File: src/asc_pkg.sv
/*
 * Constants, register map and state types of the audio serial transfer control core.
 * Assumes a classic Wishbone master with 32-bit data; registers use the low byte.
 */
//
// Overview of operation
// (RULE_01) Bit clock divides master clock per rate code
// (RULE_02) Bit-rate select: 1 gives 64 fs, 0 48 fs
// (RULE_03) Start bit 1 runs circuit and clocks
// (RULE_04) Start bit 0 initialises and stops everything; code keeps work count, address and flags
// (RULE_05) Run bit 1 starts RAM/buffer data movement
// (RULE_06) External clocks: wait two frames before run
// (RULE_07) Clearing run bit stops movement at once
// (RULE_08) Auto-stop clears run bit after count
// (RULE_09) Synchronous serial mode needs auto-stop set
// (RULE_10) Direction 1 receives too, 0 transmits only
// (RULE_11) Bit order: 1 MSB first, 0 LSB
// (RULE_12) End flag sets after count, sticky
// (RULE_13) End flag with enable raises end request
// (RULE_14) Length code: 16, 18, 20, 24 bits
// (RULE_15) Justification: 1 right, 0 left
// (RULE_16) Input pin: 1 first pin, 0 second
// (RULE_17) I2S framing delays data by one bit
// (RULE_18) Polarity 1: word select low is left
// (RULE_19) Master clock from timer pin or internal
// (RULE_20) Start flag sets on first word moved
// (RULE_21) Start flag copies count and address inside
// (RULE_22) Start flag with enable raises start request
// (RULE_23) PLL use needs oscillator, comparator enables set
// (RULE_24) Software writes zero to the test bit
// (RULE_25) Safe crossing of clock and status events; code has two flops on the timer pin, one on the PLL clock
package asc_pkg;

   // ==========================================================
   // Register indices; byte address is four times the index
   localparam int ASC_ADR_W = 18;
   localparam logic [15:0] ASC_IDX_CTRL = 16'hfeac;
   localparam logic [15:0] ASC_IDX_MODE = 16'hfec9;
   localparam logic [15:0] ASC_IDX_CLK = 16'hfeca;
   localparam logic [15:0] ASC_IDX_RATE = 16'hfeab;
   localparam logic [15:0] ASC_IDX_SRC = 16'hfed0;
   localparam logic [7:0] ASC_RST_REG = 8'h00;

   // ==========================================================
   // Field positions
   localparam int ASC_CTRL_START = 6;
   localparam int ASC_CTRL_RUN = 5;
   localparam int ASC_CTRL_AUTO = 4;
   localparam int ASC_CTRL_DIR = 3;
   localparam int ASC_CTRL_MSB = 2;
   localparam int ASC_CTRL_ENDF = 1;
   localparam int ASC_CTRL_ENDIE = 0;
   localparam int ASC_MODE_LEN_HI = 7;
   localparam int ASC_MODE_LEN_LO = 6;
   localparam int ASC_MODE_JUST = 5;
   localparam int ASC_MODE_INSEL = 4;
   localparam int ASC_MODE_I2S = 3;
   localparam int ASC_MODE_EXTMC = 2;
   localparam int ASC_MODE_STAF = 1;
   localparam int ASC_MODE_STAIE = 0;
   localparam int ASC_CLK_WSPOL = 2;
   localparam int ASC_CLK_RATE = 0;
   localparam int ASC_SRC_SYS = 0;

   // ==========================================================
   // Timing and framing counts
   localparam logic [2:0] ASC_TOG_8 = 3'h4;
   localparam logic [2:0] ASC_TOG_6 = 3'h3;
   localparam logic [2:0] ASC_TOG_4 = 3'h2;
   localparam logic [2:0] ASC_TOG_2 = 3'h1;
   localparam logic [5:0] ASC_HALF_48 = 6'h18;
   localparam logic [5:0] ASC_HALF_64 = 6'h20;
   localparam logic [5:0] ASC_LEN_16 = 6'h10;
   localparam logic [5:0] ASC_LEN_18 = 6'h12;
   localparam logic [5:0] ASC_LEN_20 = 6'h14;
   localparam logic [5:0] ASC_LEN_24 = 6'h18;
   localparam logic [12:0] ASC_BPW_2 = 13'h0002;
   localparam logic [12:0] ASC_BPW_3 = 13'h0003;

   typedef enum logic [0:0] {
      ASC_XF_IDLE,
      ASC_XF_BUSY
   } asc_xfer_type;

endpackage

File: src/asc_core.sv
/*
 * Audio serial transfer control core: register file, master clock selection,
 * bit clock and word select generation, serial shifting and RAM word movement.
 * Assumes a classic Wishbone master, a RAM that answers a read in the same
 * cycle as its registered address, and pin inputs synchronous to sys_clk.
 */
`timescale 1ns/1ps

module asc_core (
   input wire logic sys_clk,
   input wire logic rst,
   input wire logic wb_cyc_i,
   input wire logic wb_stb_i,
   input wire logic wb_we_i,
   input wire logic [asc_pkg::ASC_ADR_W-1:0] wb_adr_i,
   input wire logic [3:0] wb_sel_i,
   input wire logic [31:0] wb_dat_i,
   output logic [31:0] wb_dat_o,
   output logic wb_ack_o,
   input wire logic external_timer_input_pin,
   input wire logic pll_clock_in,
   input wire logic serial_data_in_p00,
   input wire logic serial_data_in_p05,
   input wire logic [12:0] prog_count,
   input wire logic [12:0] prog_addr,
   input wire logic [23:0] ram_rdata,
   output logic [12:0] ram_addr,
   output logic ram_rd,
   output logic ram_wr,
   output logic [23:0] ram_wdata,
   output logic bit_clock,
   output logic word_select_clock,
   output logic serial_data_line,
   output logic [12:0] work_count,
   output logic [12:0] work_addr,
   output logic transfer_start_irq,
   output logic transfer_end_irq
);
   import asc_pkg::*;

   // ==========================================================
   // State
   typedef struct packed {
      logic ack;
      logic [7:0] dat;
      logic [7:0] ctrl;
      logic [7:0] mode;
      logic [7:0] clk;
      logic [7:0] rate;
      logic [7:0] src;
      logic mclk_s1;
      logic mclk_s2;
      logic mclk_d;
      logic pll_s;
      logic pll_d;
      logic [2:0] div;
      logic bclk;
      logic ws;
      logic [5:0] pos;
      logic chan;
      logic [23:0] txw;
      logic [23:0] rxw;
      logic sdo;
      asc_xfer_type xf;
      logic [12:0] wcnt;
      logic [12:0] wadr;
      logic rd;
      logic wr;
      logic [23:0] wdata;
      logic [12:0] addr;
      logic irq_s;
      logic irq_e;
   } asc_state_type;

   asc_state_type state_r;
   asc_state_type state_nxt;

   // ==========================================================
   // Helpers
   function automatic logic [7:0] reg_read(input logic [15:0] idx, input asc_state_type s);
      logic [7:0] v;
      v = 8'h00;
      case (idx)
         ASC_IDX_CTRL: v = s.ctrl;
         ASC_IDX_MODE: v = s.mode;
         ASC_IDX_CLK: v = s.clk;
         ASC_IDX_RATE: v = s.rate;
         ASC_IDX_SRC: v = s.src;
         default: v = 8'h00;
      endcase
      return v;
   endfunction

   // Bit of the word for frame slot p, or 0 outside the data window
   function automatic logic slot_bit(input logic [23:0] w, input logic [5:0] p,
                                     input logic [5:0] first, input logic [5:0] len,
                                     input logic msb);
      logic [5:0] k;
      logic [5:0] idx;
      logic b;
      k = p - first;
      idx = msb ? (len - 6'h01 - k) : k;
      b = 1'b0;
      if (p >= first && k < len) begin
         b = w[idx[4:0]];
      end
      return b;
   endfunction

   // ==========================================================
   // Decoded settings
   logic [15:0] idx;
   logic hit;
   logic [5:0] len;
   logic [5:0] half;
   logic [5:0] first;
   logic [2:0] tog;
   logic [12:0] bpw;
   logic mtick;
   logic ser_in;
   logic msb;
   logic pol;

   always_comb begin
      idx = wb_adr_i[17:2];
      hit = wb_cyc_i & wb_stb_i & ~state_r.ack;
      msb = state_r.ctrl[ASC_CTRL_MSB];
      pol = state_r.clk[ASC_CLK_WSPOL];
      case (state_r.mode[ASC_MODE_LEN_HI:ASC_MODE_LEN_LO])
         2'b00: len = ASC_LEN_16; // RULE_14
         2'b01: len = ASC_LEN_18;
         2'b10: len = ASC_LEN_20;
         default: len = ASC_LEN_24;
      endcase
      bpw = (len == ASC_LEN_16) ? ASC_BPW_2 : ASC_BPW_3;
      half = state_r.clk[ASC_CLK_RATE] ? ASC_HALF_64 : ASC_HALF_48; // RULE_02
      if (state_r.mode[ASC_MODE_JUST]) begin
         first = half - len; // RULE_15
      end else if (state_r.mode[ASC_MODE_I2S]) begin
         first = 6'h01; // RULE_17
      end else begin
         first = 6'h00;
      end
      case (state_r.rate[1:0])
         2'b00: tog = state_r.clk[ASC_CLK_RATE] ? ASC_TOG_6 : ASC_TOG_8; // RULE_01
         2'b01: tog = ASC_TOG_4;
         default: tog = ASC_TOG_2;
      endcase
      if (state_r.mode[ASC_MODE_EXTMC]) begin
         mtick = state_r.mclk_s2 & ~state_r.mclk_d; // RULE_19
      end else if (state_r.src[ASC_SRC_SYS]) begin
         mtick = 1'b1;
      end else begin
         mtick = state_r.pll_s & ~state_r.pll_d;
      end
      ser_in = state_r.mode[ASC_MODE_INSEL] ? serial_data_in_p00 : serial_data_in_p05; // RULE_16
   end

   // ==========================================================
   // Next state
   always_comb begin
      logic set_sta;
      logic set_end;
      logic boundary;
      logic [5:0] np;
      set_sta = 1'b0;
      set_end = 1'b0;
      boundary = 1'b0;
      np = state_r.pos;
      state_nxt = state_r;
      state_nxt.ack = 1'b0;
      state_nxt.rd = 1'b0;
      state_nxt.wr = 1'b0;

      // Register slave: one wait state, unmapped reads give zero
      if (hit) begin
         state_nxt.ack = 1'b1;
         state_nxt.dat = reg_read(idx, state_r);
         if (wb_we_i && wb_sel_i[0]) begin
            case (idx)
               ASC_IDX_CTRL: state_nxt.ctrl = wb_dat_i[7:0];
               ASC_IDX_MODE: state_nxt.mode = wb_dat_i[7:0];
               ASC_IDX_CLK: state_nxt.clk = wb_dat_i[7:0];
               ASC_IDX_RATE: state_nxt.rate = wb_dat_i[7:0];
               ASC_IDX_SRC: state_nxt.src = wb_dat_i[7:0];
               default: state_nxt.dat = 8'h00;
            endcase
         end
      end

      // Two flops before the edge detector on the foreign clock
      state_nxt.mclk_s1 = external_timer_input_pin; // RULE_25
      state_nxt.mclk_s2 = state_r.mclk_s1;
      state_nxt.mclk_d = state_r.mclk_s2;
      state_nxt.pll_s = pll_clock_in;
      state_nxt.pll_d = state_r.pll_s;

      if (!state_nxt.ctrl[ASC_CTRL_START]) begin
         // Clocks, shifting and transfer state held initial; work count, address and flags kept
         state_nxt.div = 3'h0; // RULE_04
         state_nxt.bclk = 1'b0;
         state_nxt.pos = 6'h00;
         state_nxt.chan = 1'b0;
         state_nxt.ws = ~pol;
         state_nxt.sdo = 1'b0;
         state_nxt.txw = 24'h000000;
         state_nxt.rxw = 24'h000000;
         state_nxt.xf = ASC_XF_IDLE;
         state_nxt.ctrl[ASC_CTRL_RUN] = 1'b0;
      end else begin
         if (state_r.rd) begin
            // Word fetched at the boundary replaces the slot-0 bit
            state_nxt.txw = ram_rdata;
            state_nxt.sdo = slot_bit(ram_rdata, state_r.pos, first, len, msb);
         end
         if (mtick) begin // RULE_03
            if (state_r.div == tog - 3'h1) begin
               state_nxt.div = 3'h0;
               state_nxt.bclk = ~state_r.bclk;
               if (state_r.bclk) begin
                  // Falling edge: advance slot, drive new bit
                  if (state_r.pos == half - 6'h01) begin
                     np = 6'h00;
                     boundary = 1'b1;
                     state_nxt.chan = ~state_r.chan;
                  end else begin
                     np = state_r.pos + 6'h01;
                  end
                  state_nxt.pos = np;
                  state_nxt.ws = state_nxt.chan ^ ~pol; // RULE_18
                  state_nxt.sdo = slot_bit(state_r.txw, np, first, len, msb); // RULE_11
               end else if (slot_bit(24'hffffff, state_r.pos, first, len, 1'b0)) begin
                  // Rising edge: capture receive bit in its slot
                  if (msb) begin
                     state_nxt.rxw[5'(len - 6'h01 - (state_r.pos - first))] = ser_in;
                  end else begin
                     state_nxt.rxw[5'(state_r.pos - first)] = ser_in;
                  end
               end
            end else begin
               state_nxt.div = state_r.div + 3'h1;
            end
         end

         // Word movement at each channel boundary
         if (!state_nxt.ctrl[ASC_CTRL_RUN]) begin
            state_nxt.xf = ASC_XF_IDLE; // RULE_07
         end else if (boundary) begin // RULE_05
            case (state_r.xf)
               ASC_XF_IDLE: begin
                  set_sta = 1'b1; // RULE_20
                  state_nxt.wcnt = prog_count; // RULE_21
                  state_nxt.wadr = prog_addr;
                  state_nxt.xf = ASC_XF_BUSY;
               end
               ASC_XF_BUSY: state_nxt.xf = ASC_XF_BUSY;
               default: state_nxt.xf = ASC_XF_IDLE;
            endcase
            state_nxt.addr = set_sta ? prog_addr : state_r.wadr;
            state_nxt.rd = 1'b1;
            state_nxt.wr = state_r.ctrl[ASC_CTRL_DIR]; // RULE_10
            state_nxt.wdata = state_r.rxw;
            state_nxt.wadr = state_nxt.addr + bpw;
            if ((set_sta ? prog_count : state_r.wcnt) <= bpw) begin
               set_end = 1'b1; // RULE_12
               state_nxt.wcnt = 13'h0000;
               state_nxt.xf = ASC_XF_IDLE;
               if (state_r.ctrl[ASC_CTRL_AUTO]) begin
                  state_nxt.ctrl[ASC_CTRL_RUN] = 1'b0; // RULE_08
               end
            end else begin
               state_nxt.wcnt = (set_sta ? prog_count : state_r.wcnt) - bpw;
            end
         end
      end

      // Hardware set wins over a software clear in the same cycle
      if (set_sta) begin
         state_nxt.mode[ASC_MODE_STAF] = 1'b1;
      end
      if (set_end) begin
         state_nxt.ctrl[ASC_CTRL_ENDF] = 1'b1;
      end
      state_nxt.irq_s = state_nxt.mode[ASC_MODE_STAF] & state_nxt.mode[ASC_MODE_STAIE]; // RULE_22
      state_nxt.irq_e = state_nxt.ctrl[ASC_CTRL_ENDF] & state_nxt.ctrl[ASC_CTRL_ENDIE]; // RULE_13
   end

   // ==========================================================
   // Registers
   always_ff @(posedge sys_clk) begin
      if (rst) begin
         state_r <= '0;
         state_r.ctrl <= ASC_RST_REG;
         state_r.mode <= ASC_RST_REG;
         state_r.clk <= ASC_RST_REG;
         state_r.rate <= ASC_RST_REG;
         state_r.src <= ASC_RST_REG;
         state_r.ws <= 1'b1;
         state_r.xf <= ASC_XF_IDLE;
      end else begin
         state_r <= state_nxt;
      end
   end

   // ==========================================================
   // Outputs
   assign wb_ack_o = state_r.ack;
   assign wb_dat_o = {24'h000000, state_r.dat};
   assign ram_addr = state_r.addr;
   assign ram_rd = state_r.rd;
   assign ram_wr = state_r.wr;
   assign ram_wdata = state_r.wdata;
   assign bit_clock = state_r.bclk;
   assign word_select_clock = state_r.ws;
   assign serial_data_line = state_r.sdo;
   assign work_count = state_r.wcnt;
   assign work_addr = state_r.wadr;
   assign transfer_start_irq = state_r.irq_s;
   assign transfer_end_irq = state_r.irq_e;

endmodule

File: config.mk
export PLATFORM = sky130hd
export DESIGN_NAME = asc_core
export DESIGN_NICKNAME = d
export VERILOG_FILES = /design/src/asc_pkg.sv /design/src/asc_core.sv
export SDC_FILE = /design/constraint.sdc
export NUM_CORES = 1
export LEC_CHECK = 0
export BUFFER_PORTS_ARGS = -buffer_cell sky130_fd_sc_hd__buf_2
export CAP_MARGIN = 10
export CELL_PAD_IN_SITES_DETAIL_PLACEMENT = 0
export CELL_PAD_IN_SITES_GLOBAL_PLACEMENT = 1
export CORE_UTILIZATION = 45
export DETAILED_ROUTE_END_ITERATION = 8
export PLACE_DENSITY = 0.89
export SLEW_MARGIN = 0
export SYNTH_ARGS = -nofsm -noshare
export SYNTH_HDL_FRONTEND = slang
export SYNTH_SLANG_ARGS = --single-unit
File: constraint.sdc
create_clock -name sys_clk -period 10.15 [get_ports sys_clk]
set_input_delay 1.5225 -clock sys_clk [delete_from_list [all_inputs] [get_ports sys_clk]]
set_output_delay 1.5225 -clock sys_clk [all_outputs]
set_load 0.1 [all_outputs]
==> results of run 1 <==
## Yosys cell counts (all sizes together), types with 6 or more instances
cell type | n | area share, %
mux2 | 13 | 1.3
mux4 | 6 | 1.2
a32o | 10 | 0.91
dfxtp | 183 | 33
nor2b | 29 | 1.6
xor2 | 16 | 1.3
o211ai | 26 | 1.8
nor2 | 141 | 4.8
nand3 | 21 | 1.1
xnor2 | 19 | 1.6
a21oi | 90 | 4.1
a32oi | 16 | 1.3
o21ai | 40 | 1.8
mux2i | 98 | 9.2
a211oi | 17 | 1.2
clkbuf | 37 | 1.3
o31ai | 17 | 1.2
nand2 | 141 | 4.8
nand2b | 7 | 0.40
buf | 127 | 8.4
a31oi | 6 | 0.34
nor3b | 6 | 0.41
o22ai | 11 | 0.62
a222oi | 8 | 0.73
and3 | 7 | 0.44
a221oi | 9 | 0.72
or3 | 13 | 0.74
inv | 38 | 1.3
nor3 | 33 | 1.5
ha | 40 | 4.5
a22oi | 7 | 0.48
o21a | 9 | 0.61
## per-layer routing
metal  global-route usage, %  vias up  share of wire, %
met5                       0        -                 0
met4                    7.01        0               1.7
met3                    3.27       31               4.4
met2                    34.6      241                45
met1                    28.6     4431                49
li1                        -     4657                 -
## path summary, 6_finish.rpt
check	start	cells past startpoint	endpoint	slack, ps
setup / recovery	wb_stb_i	9	flop	5270
hold / removal	ram_wdata[5]	2	ram_wdata[5]	450
setup reg to reg	state_r[165]	18	flop	5340
hold reg to reg	ram_wdata[5]	2	ram_wdata[5]	450
## critical path, stage by stage
cell     delay, ps
buf_2           80
and3b_1        400
nand3_2        160
or3_1          670
mux2i_1        240
or2_2          590
inv_2          500
nand2_1        610
o31ai_1        410
## kinds of logic (layout without fill, tap and decap cells)
logic type,count (synthesis),in the layout
AND/OR/NAND/NOR,431,431
AO/OA/AOI/OAI,296,296
buffers and inverters,203,240
flip-flops,183,183
multiplexers,117,117
adder cells (fa/ha/maj),42,42
XOR/XNOR,35,35
other,1,24
## cell type report
cell class / instances / share of cell area, %
Inverter: 39 / 1.23
Clock buffer: 21 / 3.95
Sequential cell: 183 / 30.8
Timing Repair Buffer: 169 / 7.28
Tap cell: 319 / 3.35
Multi-Input combinational cell: 945 / 52.4
Clock inverter: 11 / 0.936
## stage by stage
step           setup slack, ps  util, %  std cells
2_1_floorplan             6060        -       1331
3_3_place_gp              4860     47.6       1655
3_5_place_dp              4830     47.6       1655
4_1_cts                   5280     50.1       1687
5_1_grt                   5010     50.1       1687
6_report                  5270     50.1       1687
## where the power goes
part           switching, mW  internal, mW  total, mW
clock                  0.298         0.363      0.661
sequential           0.00157         0.720      0.722
combinational         0.0913        0.0283      0.120
total                  0.391          1.11       1.50
==> metrics, run 1 <==
status finished, final reports clean; # hold bufs at CTS 0; register bit count reported by yosys 183; diode count 0; CP Launch Type input pin; commonest cells after routing, fill and taps aside dfxtp_1, buf_2, nand2_1; register area share after synthesis roughly 33%; TritonCTS clock tree built; peak fanout along the critical path 36; Initial Utilization approximately 46%; largest family of logic cells by synthesized area simple AND/OR/NAND/NOR gates; Pins Over Slew Limit 0; critical path class input pin to flop; simple-gate share of the synthesized area a little under a fifth; Die Footprint approximately 25000 sq um; commonest non-fill, non-tap cell in the layout dfxtp_1; Final Hold Viols 0; Worst Path Required 10490 ps; post-synthesis mux area share between 10% and 20%; clk_skew around 15 ps; clk buf depth 2; Seq. cell area 3660 sq um; Ports about 220; Synth async-reset ratio 0%; Sink Count 183; largest net degree at the start of global routing 71; DR pass1 iterations 5; Synth Area in Compound Gates between 10% and 20%; DIE WIDTH around 160 um; fin crit share between 40% and 50%; final setup fails 0; setup_tns 0 ps; multi-input combinational cell area 6240 sq um; input/output buffers about 160; Data arrival, critical path 5220 ps; antenna viol nets, final 0; number of enable flip-flop cells after synthesis 0; adder-cell share of the synthesized area ~4.9%; RSZ-0062 raised after global routing no; Peak VDD IR 92.8 uV; Setup crit end kind flop; vias per inst between 5 and 6; TritonCTS Buffers 17; overall routing resource usage 21.3%; total gr overflow 0; Starting DRT DRC Count approximately 600; Clock Pin Slew Worst Setup and Hold Paths about 70 ps; Layout area overhead 7.93%; HPWL after DPL around 19000 um; clock latency at the later pin of the worst-skew pair 440 ps; Layout Nets ~1500; setup bufs post-CTS 0; H-tree depth 4; share of layout cells above drive strength 1 between 15 and 20%; Routed WL per cell ~16 um; clk root buf clkbuf_16; # rows 56; hold crit path type flop to flop; vias in the first global route approximately 8500; Gate Count Post-Synth roughly 1300; MaxCap Viol Count 0; Netlist Area Pre-Place approximately 11000 sq um; max_slew headroom 24.7%; total power around 1.5 mW; pwr dens about 130 nW/um^2; Avg Cell Area, Syn ~8.4 sq um; remaining routing DRC violations 0; Slew @ Worst Pin 1120 ps; Filler cells roughly 2300; fmax 0.205 GHz; final instance area between 10000 and 15000 sq um; synth unique cells 77; first-pass GRT wire length around 42000 um; Post-Route WL 26800 um; WHS approximately 450 ps; Synth Flop Type dfxtp_1; core area around 24000 sq um; Leak Pwr between 4 and 5 nW; # resized after CTS 0; vias post-DR 9360; Ys Warns 0; antenna violations before repair 0; min cycle time layout about 5000 ps; Synth Area in XOR/XNOR roughly 2.8%; gpl congestion between 0.8 and 0.9; Cell Area, Placed around 11000 sq um; Die Y-Extent between 150 and 200 um
No activity file was read; power rests on OpenSTA's default activity.
==> run 2, diff against run 1 <==
--- a/config.mk
+++ b/config.mk
@@ -9,9 +9,9 @@
 export CAP_MARGIN = 10
 export CELL_PAD_IN_SITES_DETAIL_PLACEMENT = 0
 export CELL_PAD_IN_SITES_GLOBAL_PLACEMENT = 1
-export CORE_UTILIZATION = 45
+export CORE_UTILIZATION = 38
 export DETAILED_ROUTE_END_ITERATION = 8
-export PLACE_DENSITY = 0.89
+export PLACE_DENSITY = 0.81
 export SLEW_MARGIN = 0
 export SYNTH_ARGS = -nofsm -noshare
 export SYNTH_HDL_FRONTEND = slang
==> constraint.sdc (replaced) <==
create_clock -name sys_clk -period 4.4 [get_ports sys_clk]
set_input_delay 0.66 -clock sys_clk [delete_from_list [all_inputs] [get_ports sys_clk]]
set_output_delay 0.66 -clock sys_clk [all_outputs]
set_load 0.1 [all_outputs]
==> run 2 against run 1 <==
Final cell count grew 4.4%. Critical path type is now flop to flop. Highest routed layer unchanged. Critical path depth rose by 9. Register-to-register slack worse by 5000 ps. Count of clock-buffer cells in the layout shrank 1. Wire length increased by 4.2%.
==> metrics, run 2 (synthesis results as in run 1) <==
DR pass1 iterations 6 (+1); max_slew headroom 44.4% (+20 points); Slowest-stage cell, CP or4_1; crit path cell chain ha_1 -> inv_1 -> ha_1 -> xnor2_1 -> nand2_1 -> ha_4 -> o211ai_1 -> nand2_1 -> nor2_1 -> inv_1 -> ha_1 -> or3_1 -> nand3_1 -> o31ai_1 -> or4_1 -> mux2i_1 -> nor2_1 -> nor4_1; remaining routing DRC violations 0 (unchanged); vias in the first global route 8541 (+1.1%); commonest cells after routing, fill and taps aside dfxtp_1, buf_2, nand2_1; commonest non-fill, non-tap cell in the layout dfxtp_1; CP Launch Type flop; hold crit path type flop to flop; antenna violations before repair 0 (unchanged); pwr dens 287 nW/um^2 (+130%); Layout Nets 1528 (+1.2%); min cycle time layout around 4000 ps; final setup fails 0 (unchanged); RSZ-0062 raised after global routing yes; fmax about 0.24 GHz; Final Hold Viols 0 (unchanged); MaxCap Viol Count 0 (unchanged); antenna viol nets, final 0 (unchanged); share of layout cells above drive strength 1 18.9% (+1.4 points); FF-to-FF Start state_r[165]; Peak VDD IR 246 uV (+160%); TritonCTS clock tree built; vias post-DR 9395 (+0.37%); Leak Pwr 4.92 nW (+1.9%); Worst Path Required 4740 ps (-5750 ps); Die Y-Extent 172 um (+8.7%); Initial Utilization 39.1% (-7.3 points); total power 3.48 mW (+130%); Layout area overhead 10.0%; Post-Route WL 27900 um (+4.2%); Starting DRT DRC Count 834 (+40%); Ports 216 (unchanged); diode count 0 (unchanged); H-tree depth 4 (unchanged); WHS 447 ps (-2.82 ps); Routed WL per cell 15.9 um (-0.26%); status finished, final reports clean; Clock Pin Slew Worst Setup and Hold Paths 70 ps (about the same); Sink Count 183 (unchanged); gpl congestion 0.852 (+0.65%); most frequent cell on the critical path ha_1; vias per inst 5.33 (-3.9%); TritonCTS Buffers 17 (unchanged); HPWL after DPL 20300 um (+7.2%); HP Start ram_wdata[3]; peak fanout along the critical path 5 (-86%); Cell Area, Placed 11500 sq um (+1.8%); largest net degree at the start of global routing 56 (-21%); core area 28200 sq um (+19%); worst slack at placement 154 ps (-4680 ps); # rows 61 (+8.9%); clock latency at the later pin of the worst-skew pair 440 ps (about the same); # hold bufs at CTS 0 (unchanged); clk_skew 12.8 ps (-1.90 ps); DIE WIDTH 172 um (+8.7%); crit-path max cell delay 530 ps (-140 ps); Data arrival, critical path 4430 ps (-790 ps); overall routing resource usage 18.8% (-2.4 points); setup ws final 304 ps (-4960 ps); fin crit share 93.1%; clk root buf clkbuf_16; final instance area 12100 sq um (+1.9%); total gr overflow 0 (unchanged); clk buf depth 2 (unchanged); Pins Over Slew Limit 0 (unchanged); first-pass GRT wire length 44200 um (+4.5%); Die Footprint 29700 sq um (+18%); Slew @ Worst Pin 829 ps (-292 ps); critical path class flop to flop; crit path from state_r[165]; input/output buffers 162 (unchanged); Setup crit end kind flop
run 2: path summary, 6_finish.rpt:
path / endpoint / cells after the start / slack (ps)
worst min-delay path: ram_wdata[3] / 2 / 450
worst max register to register: serial_data_line / 18 / 300
worst max-delay path: serial_data_line / 18 / 300
worst min register to register: ram_wdata[3] / 2 / 450
run 2: layer usage:
metal | up-vias | wire [um] | part of all wire [%] | track usage, %
li1 | 4687 | - | - | -
met1 | 4425 | 13400 | 48 | 25.8
met2 | 254 | 12600 | 45 | 30.1
met3 | 29 | 1470 | 5.3 | 3.25
met4 | 0 | 425 | 1.5 | 5.23
met5 | - | 0 | 0 | 0
run 2: worst max-delay path, delay by kind of cell, from the launching register on:
kind	cells	cell delay (ps)
AOI/OAI and AO/OA	2	260
xor gates and xnor gates	1	140
adders and majority gates	4	1100
buffers and inverters	2	220
DFF	1	390
muxes	1	140
and+or+nand+nor	8	1770
run 2: power breakdown:
group	switching [mW]	internal (mW)
logic	0.210	0.0655
registers	0.00372	1.66
clock network	0.669	0.868
total	0.883	2.60
run 2: through the flow:
step,util [%],instances,TNS (ps)
global placement,40.9,1731,0
global route,43.1,1762,-37.9
CTS,42.9,1761,0
floorplan,-,1331,0
finish,43.1,1762,0
detailed placement,40.9,1731,0
run 2: repair_timing:
action | in CTS | in global routing
setup endpoints to repair | 0 | 21
resized for setup | 0 | 7
buffers inserted | 0 | 1
run 2: layout make-up:
cell class | count | area [sq um]
clock buffers | 20 | 457
clock inverters | 10 | 120
fillers | 2803 | 16000
inverters | 39 | 146
multi-input cells | 945 | 6260
flip-flops and latches | 183 | 3670
well taps | 378 | 473
repair buffers | 187 | 1000
==> run 3, diff against run 2 <==
--- a/config.mk
+++ b/config.mk
@@ -5,13 +5,14 @@
 export SDC_FILE = /design/constraint.sdc
 export NUM_CORES = 1
 export LEC_CHECK = 0
+export ABC_AREA = 1
 export BUFFER_PORTS_ARGS = -buffer_cell sky130_fd_sc_hd__buf_2
 export CAP_MARGIN = 10
 export CELL_PAD_IN_SITES_DETAIL_PLACEMENT = 0
 export CELL_PAD_IN_SITES_GLOBAL_PLACEMENT = 1
-export CORE_UTILIZATION = 38
+export CORE_UTILIZATION = 36
 export DETAILED_ROUTE_END_ITERATION = 8
-export PLACE_DENSITY = 0.81
+export PLACE_DENSITY = 0.78
 export SLEW_MARGIN = 0
 export SYNTH_ARGS = -nofsm -noshare
 export SYNTH_HDL_FRONTEND = slang
==> run 3 against run 2 <==
Sequential share of layout area decreased by 1.1 points. Final area increased by 3.6%. Power increased by 2.3%. Critical endpoint unchanged. Largest cell class unchanged.
==> metrics, run 3 <==
Peak VDD IR 246 uV (about the same); top-count cell post-synth nand2_1; synth unique cells 50 (-35%); commonest cells in the netlist nand2_1, nor2_1, dfxtp_1; Starting DRT DRC Count 689 (-17%); input/output buffers 162 (unchanged); Clock Pin Slew Worst Setup and Hold Paths 80 ps (about the same); hold crit path type flop to flop; vias per inst 4.84 (-9.1%); Avg Cell Area, Syn 6.49 sq um (-23%); diode count 0 (unchanged); Synth Flop Type dfxtp_1; total gr overflow 0 (unchanged); biggest area consumer among synthesized cells dfxtp_1; peak fanout along the critical path 9 (+4); Routed WL per cell 14.2 um (-11%); Pins Over Slew Limit 0 (unchanged); Synth top area share 31.9% (-1.3 points); gpl congestion 0.894 (+5.0%); antenna viol nets, final 0 (unchanged); remaining routing DRC violations 0 (unchanged); Ys Warns 0 (unchanged); CP Launch Type flop; Worst Path Required 4730 ps (about the same); Filler cells 3362 (+20%); register area share after synthesis 31.9% (-1.3 points); WHS 414 ps (-32.6 ps); register bit count reported by yosys 183 (unchanged); number of enable flip-flop cells after synthesis 0 (unchanged); Seq. cell area 3660 sq um (-0.10%); Layout area overhead 9.58%; first-pass GRT wire length 51500 um (+16%); pwr dens 283 nW/um^2 (-1.3%); H-tree depth 4 (unchanged); DIE WIDTH 181 um (+4.8%); clk buf depth 2 (unchanged); MaxCap Viol Count 0 (unchanged); max_slew headroom 40.0% (-4.4 points); Final Hold Viols 0 (unchanged); Leak Pwr 5.79 nW (+18%); core area 31000 sq um (+10%); TritonCTS Buffers 17 (unchanged); commonest cells after routing, fill and taps aside nand2_1, nor2_1, dfxtp_1; total power 3.56 mW (+2.3%); RSZ-0062 raised after global routing no; # rows 64 (+4.9%); min cycle time layout 3850 ps (-243 ps); Post-Route WL 31700 um (+13%); setup_tns 0 ps (unchanged); Die Y-Extent 181 um (+4.8%); HPWL after DPL 22800 um (+12%); clk root buf clkbuf_16; largest net degree at the start of global routing 60 (+7.1%); # hold bufs at CTS 0 (unchanged); Synth async-reset ratio 0% (unchanged); top cells by area, synth dfxtp_1, nand2_1, nor2_1, buf_4, inv_1; Layout Nets 1984 (+30%); Gate Count Post-Synth 1768 (+35%); share of layout cells above drive strength 1 12.9% (-6.1 points); Data arrival, critical path 4180 ps (-250 ps); Ports 216 (unchanged); vias post-DR 10842 (+15%); overall routing resource usage 19.5% (+0.65 points); fin crit share 87.6% (-5.5 points); Netlist Area Pre-Place 11500 sq um (+4.1%); Die Footprint 32600 sq um (+9.7%); final instance area 12600 sq um (+3.6%); final setup fails 0 (unchanged); Setup crit end kind flop; Initial Utilization 37.0% (-2.1 points); DR pass1 iterations 5 (-1); vias in the first global route 10016 (+17%); antenna violations before repair 0 (unchanged); status finished, final reports clean; Slew @ Worst Pin 898 ps (+69.9 ps); Sink Count 183 (unchanged); clock latency at the later pin of the worst-skew pair 440 ps (about the same); clk_skew 12.1 ps (-0.690 ps); critical path class flop to flop; commonest non-fill, non-tap cell in the layout nand2_1; multi-input combinational cell area 6140 sq um (-2.1%); fmax 0.260 GHz (+6.3%); Cell Area, Placed 12000 sq um (+3.8%); TritonCTS clock tree built
## run 3: changes by cell type after synthesis, sizes merged, moves of 37 or more
cell	change
inv	+148
mux2i	-97
nand2	+324
nand3	+90
nand4	+37
nor2	+98
o21ai	+81
## run 3: per-layer routing
metal	wire length [um]	up-vias	track usage, %
met4	516	0	5.61
met5	0	-	0
li1	-	5686	-
met2	14300	259	32.3
met1	15400	4869	26.2
met3	1480	28	2.69
## run 3: area by class of cell
class / count / area share [%]
Multi-Input combinational cell: 1256 / 48.8
Timing Repair Buffer: 179 / 7.46
Sequential cell: 183 / 29.1
Clock buffer: 18 / 3.41
Inverter: 192 / 5.74
Tap cell: 396 / 3.94
Clock inverter: 14 / 1.48
## run 3: worst paths after layout
path | start | endpoint | depth (start not counted) | slack, ps
setup / recovery | state_r[164] | serial_data_line | 24 | 550
hold / removal | state_nxt[132] | state_nxt[131] | 2 | 410
hold reg to reg | state_nxt[132] | state_nxt[131] | 2 | 410
setup reg to reg | state_r[164] | serial_data_line | 24 | 550
## run 3: kinds of logic (layout without fill, tap and decap cells)
kind of cell	after synthesis	in the layout	synth area share, %
adder cells (fa/ha/maj)	42	42	4.71
multiplexers	1	1	0.0873
AND/OR/NAND/NOR	875	875	31.9
AO/OA/AOI/OAI	283	283	13.6
XOR/XNOR	31	31	2.37
buffers and inverters	352	403	15.4
flip-flops	183	183	31.9
other	1	24	0.0327
## run 3: critical path: stages (launching register included)
cell and delay (ps):
dfxtp_1 400, ha_1 190, inv_1 90, ha_1 310, a21oi_1 140, o21ai_0 160, ha_1 460, inv_1 100
nand3_1 110, nand2_2 140, ha_1 380, a21oi_1 180, nand2_1 70, nand2_1 60, nand2_1 80, inv_1 80
nand2_1 50, nand2_1 240, nand2_1 90, nand2_1 100, nand2_1 70, nand3_1 120, nand2_1 60, inv_1 50
nor2_1 30
## run 3: power by group
part           switching [mW]  internal [mW]  leakage [nW]
logic                   0.223         0.0612          4.02
clock network           0.786          0.824         0.298
registers             0.00309           1.66          1.48
total                    1.01           2.55          5.79
## run 3: through the flow
stage	util, %	std cells	worst slack [ps]
floorplan	-	1791	1060
global placement	38.6	2206	508
detailed placement	38.6	2206	429
CTS	40.6	2238	408
global route	40.6	2238	86.8
finish	40.6	2238	547
## run 3: timing repair
action	in CTS	in global routing
endpoints found under the setup margin	0	17
resized for setup	0	1
endpoints found under the hold margin	0	0
buffers inserted	0	0
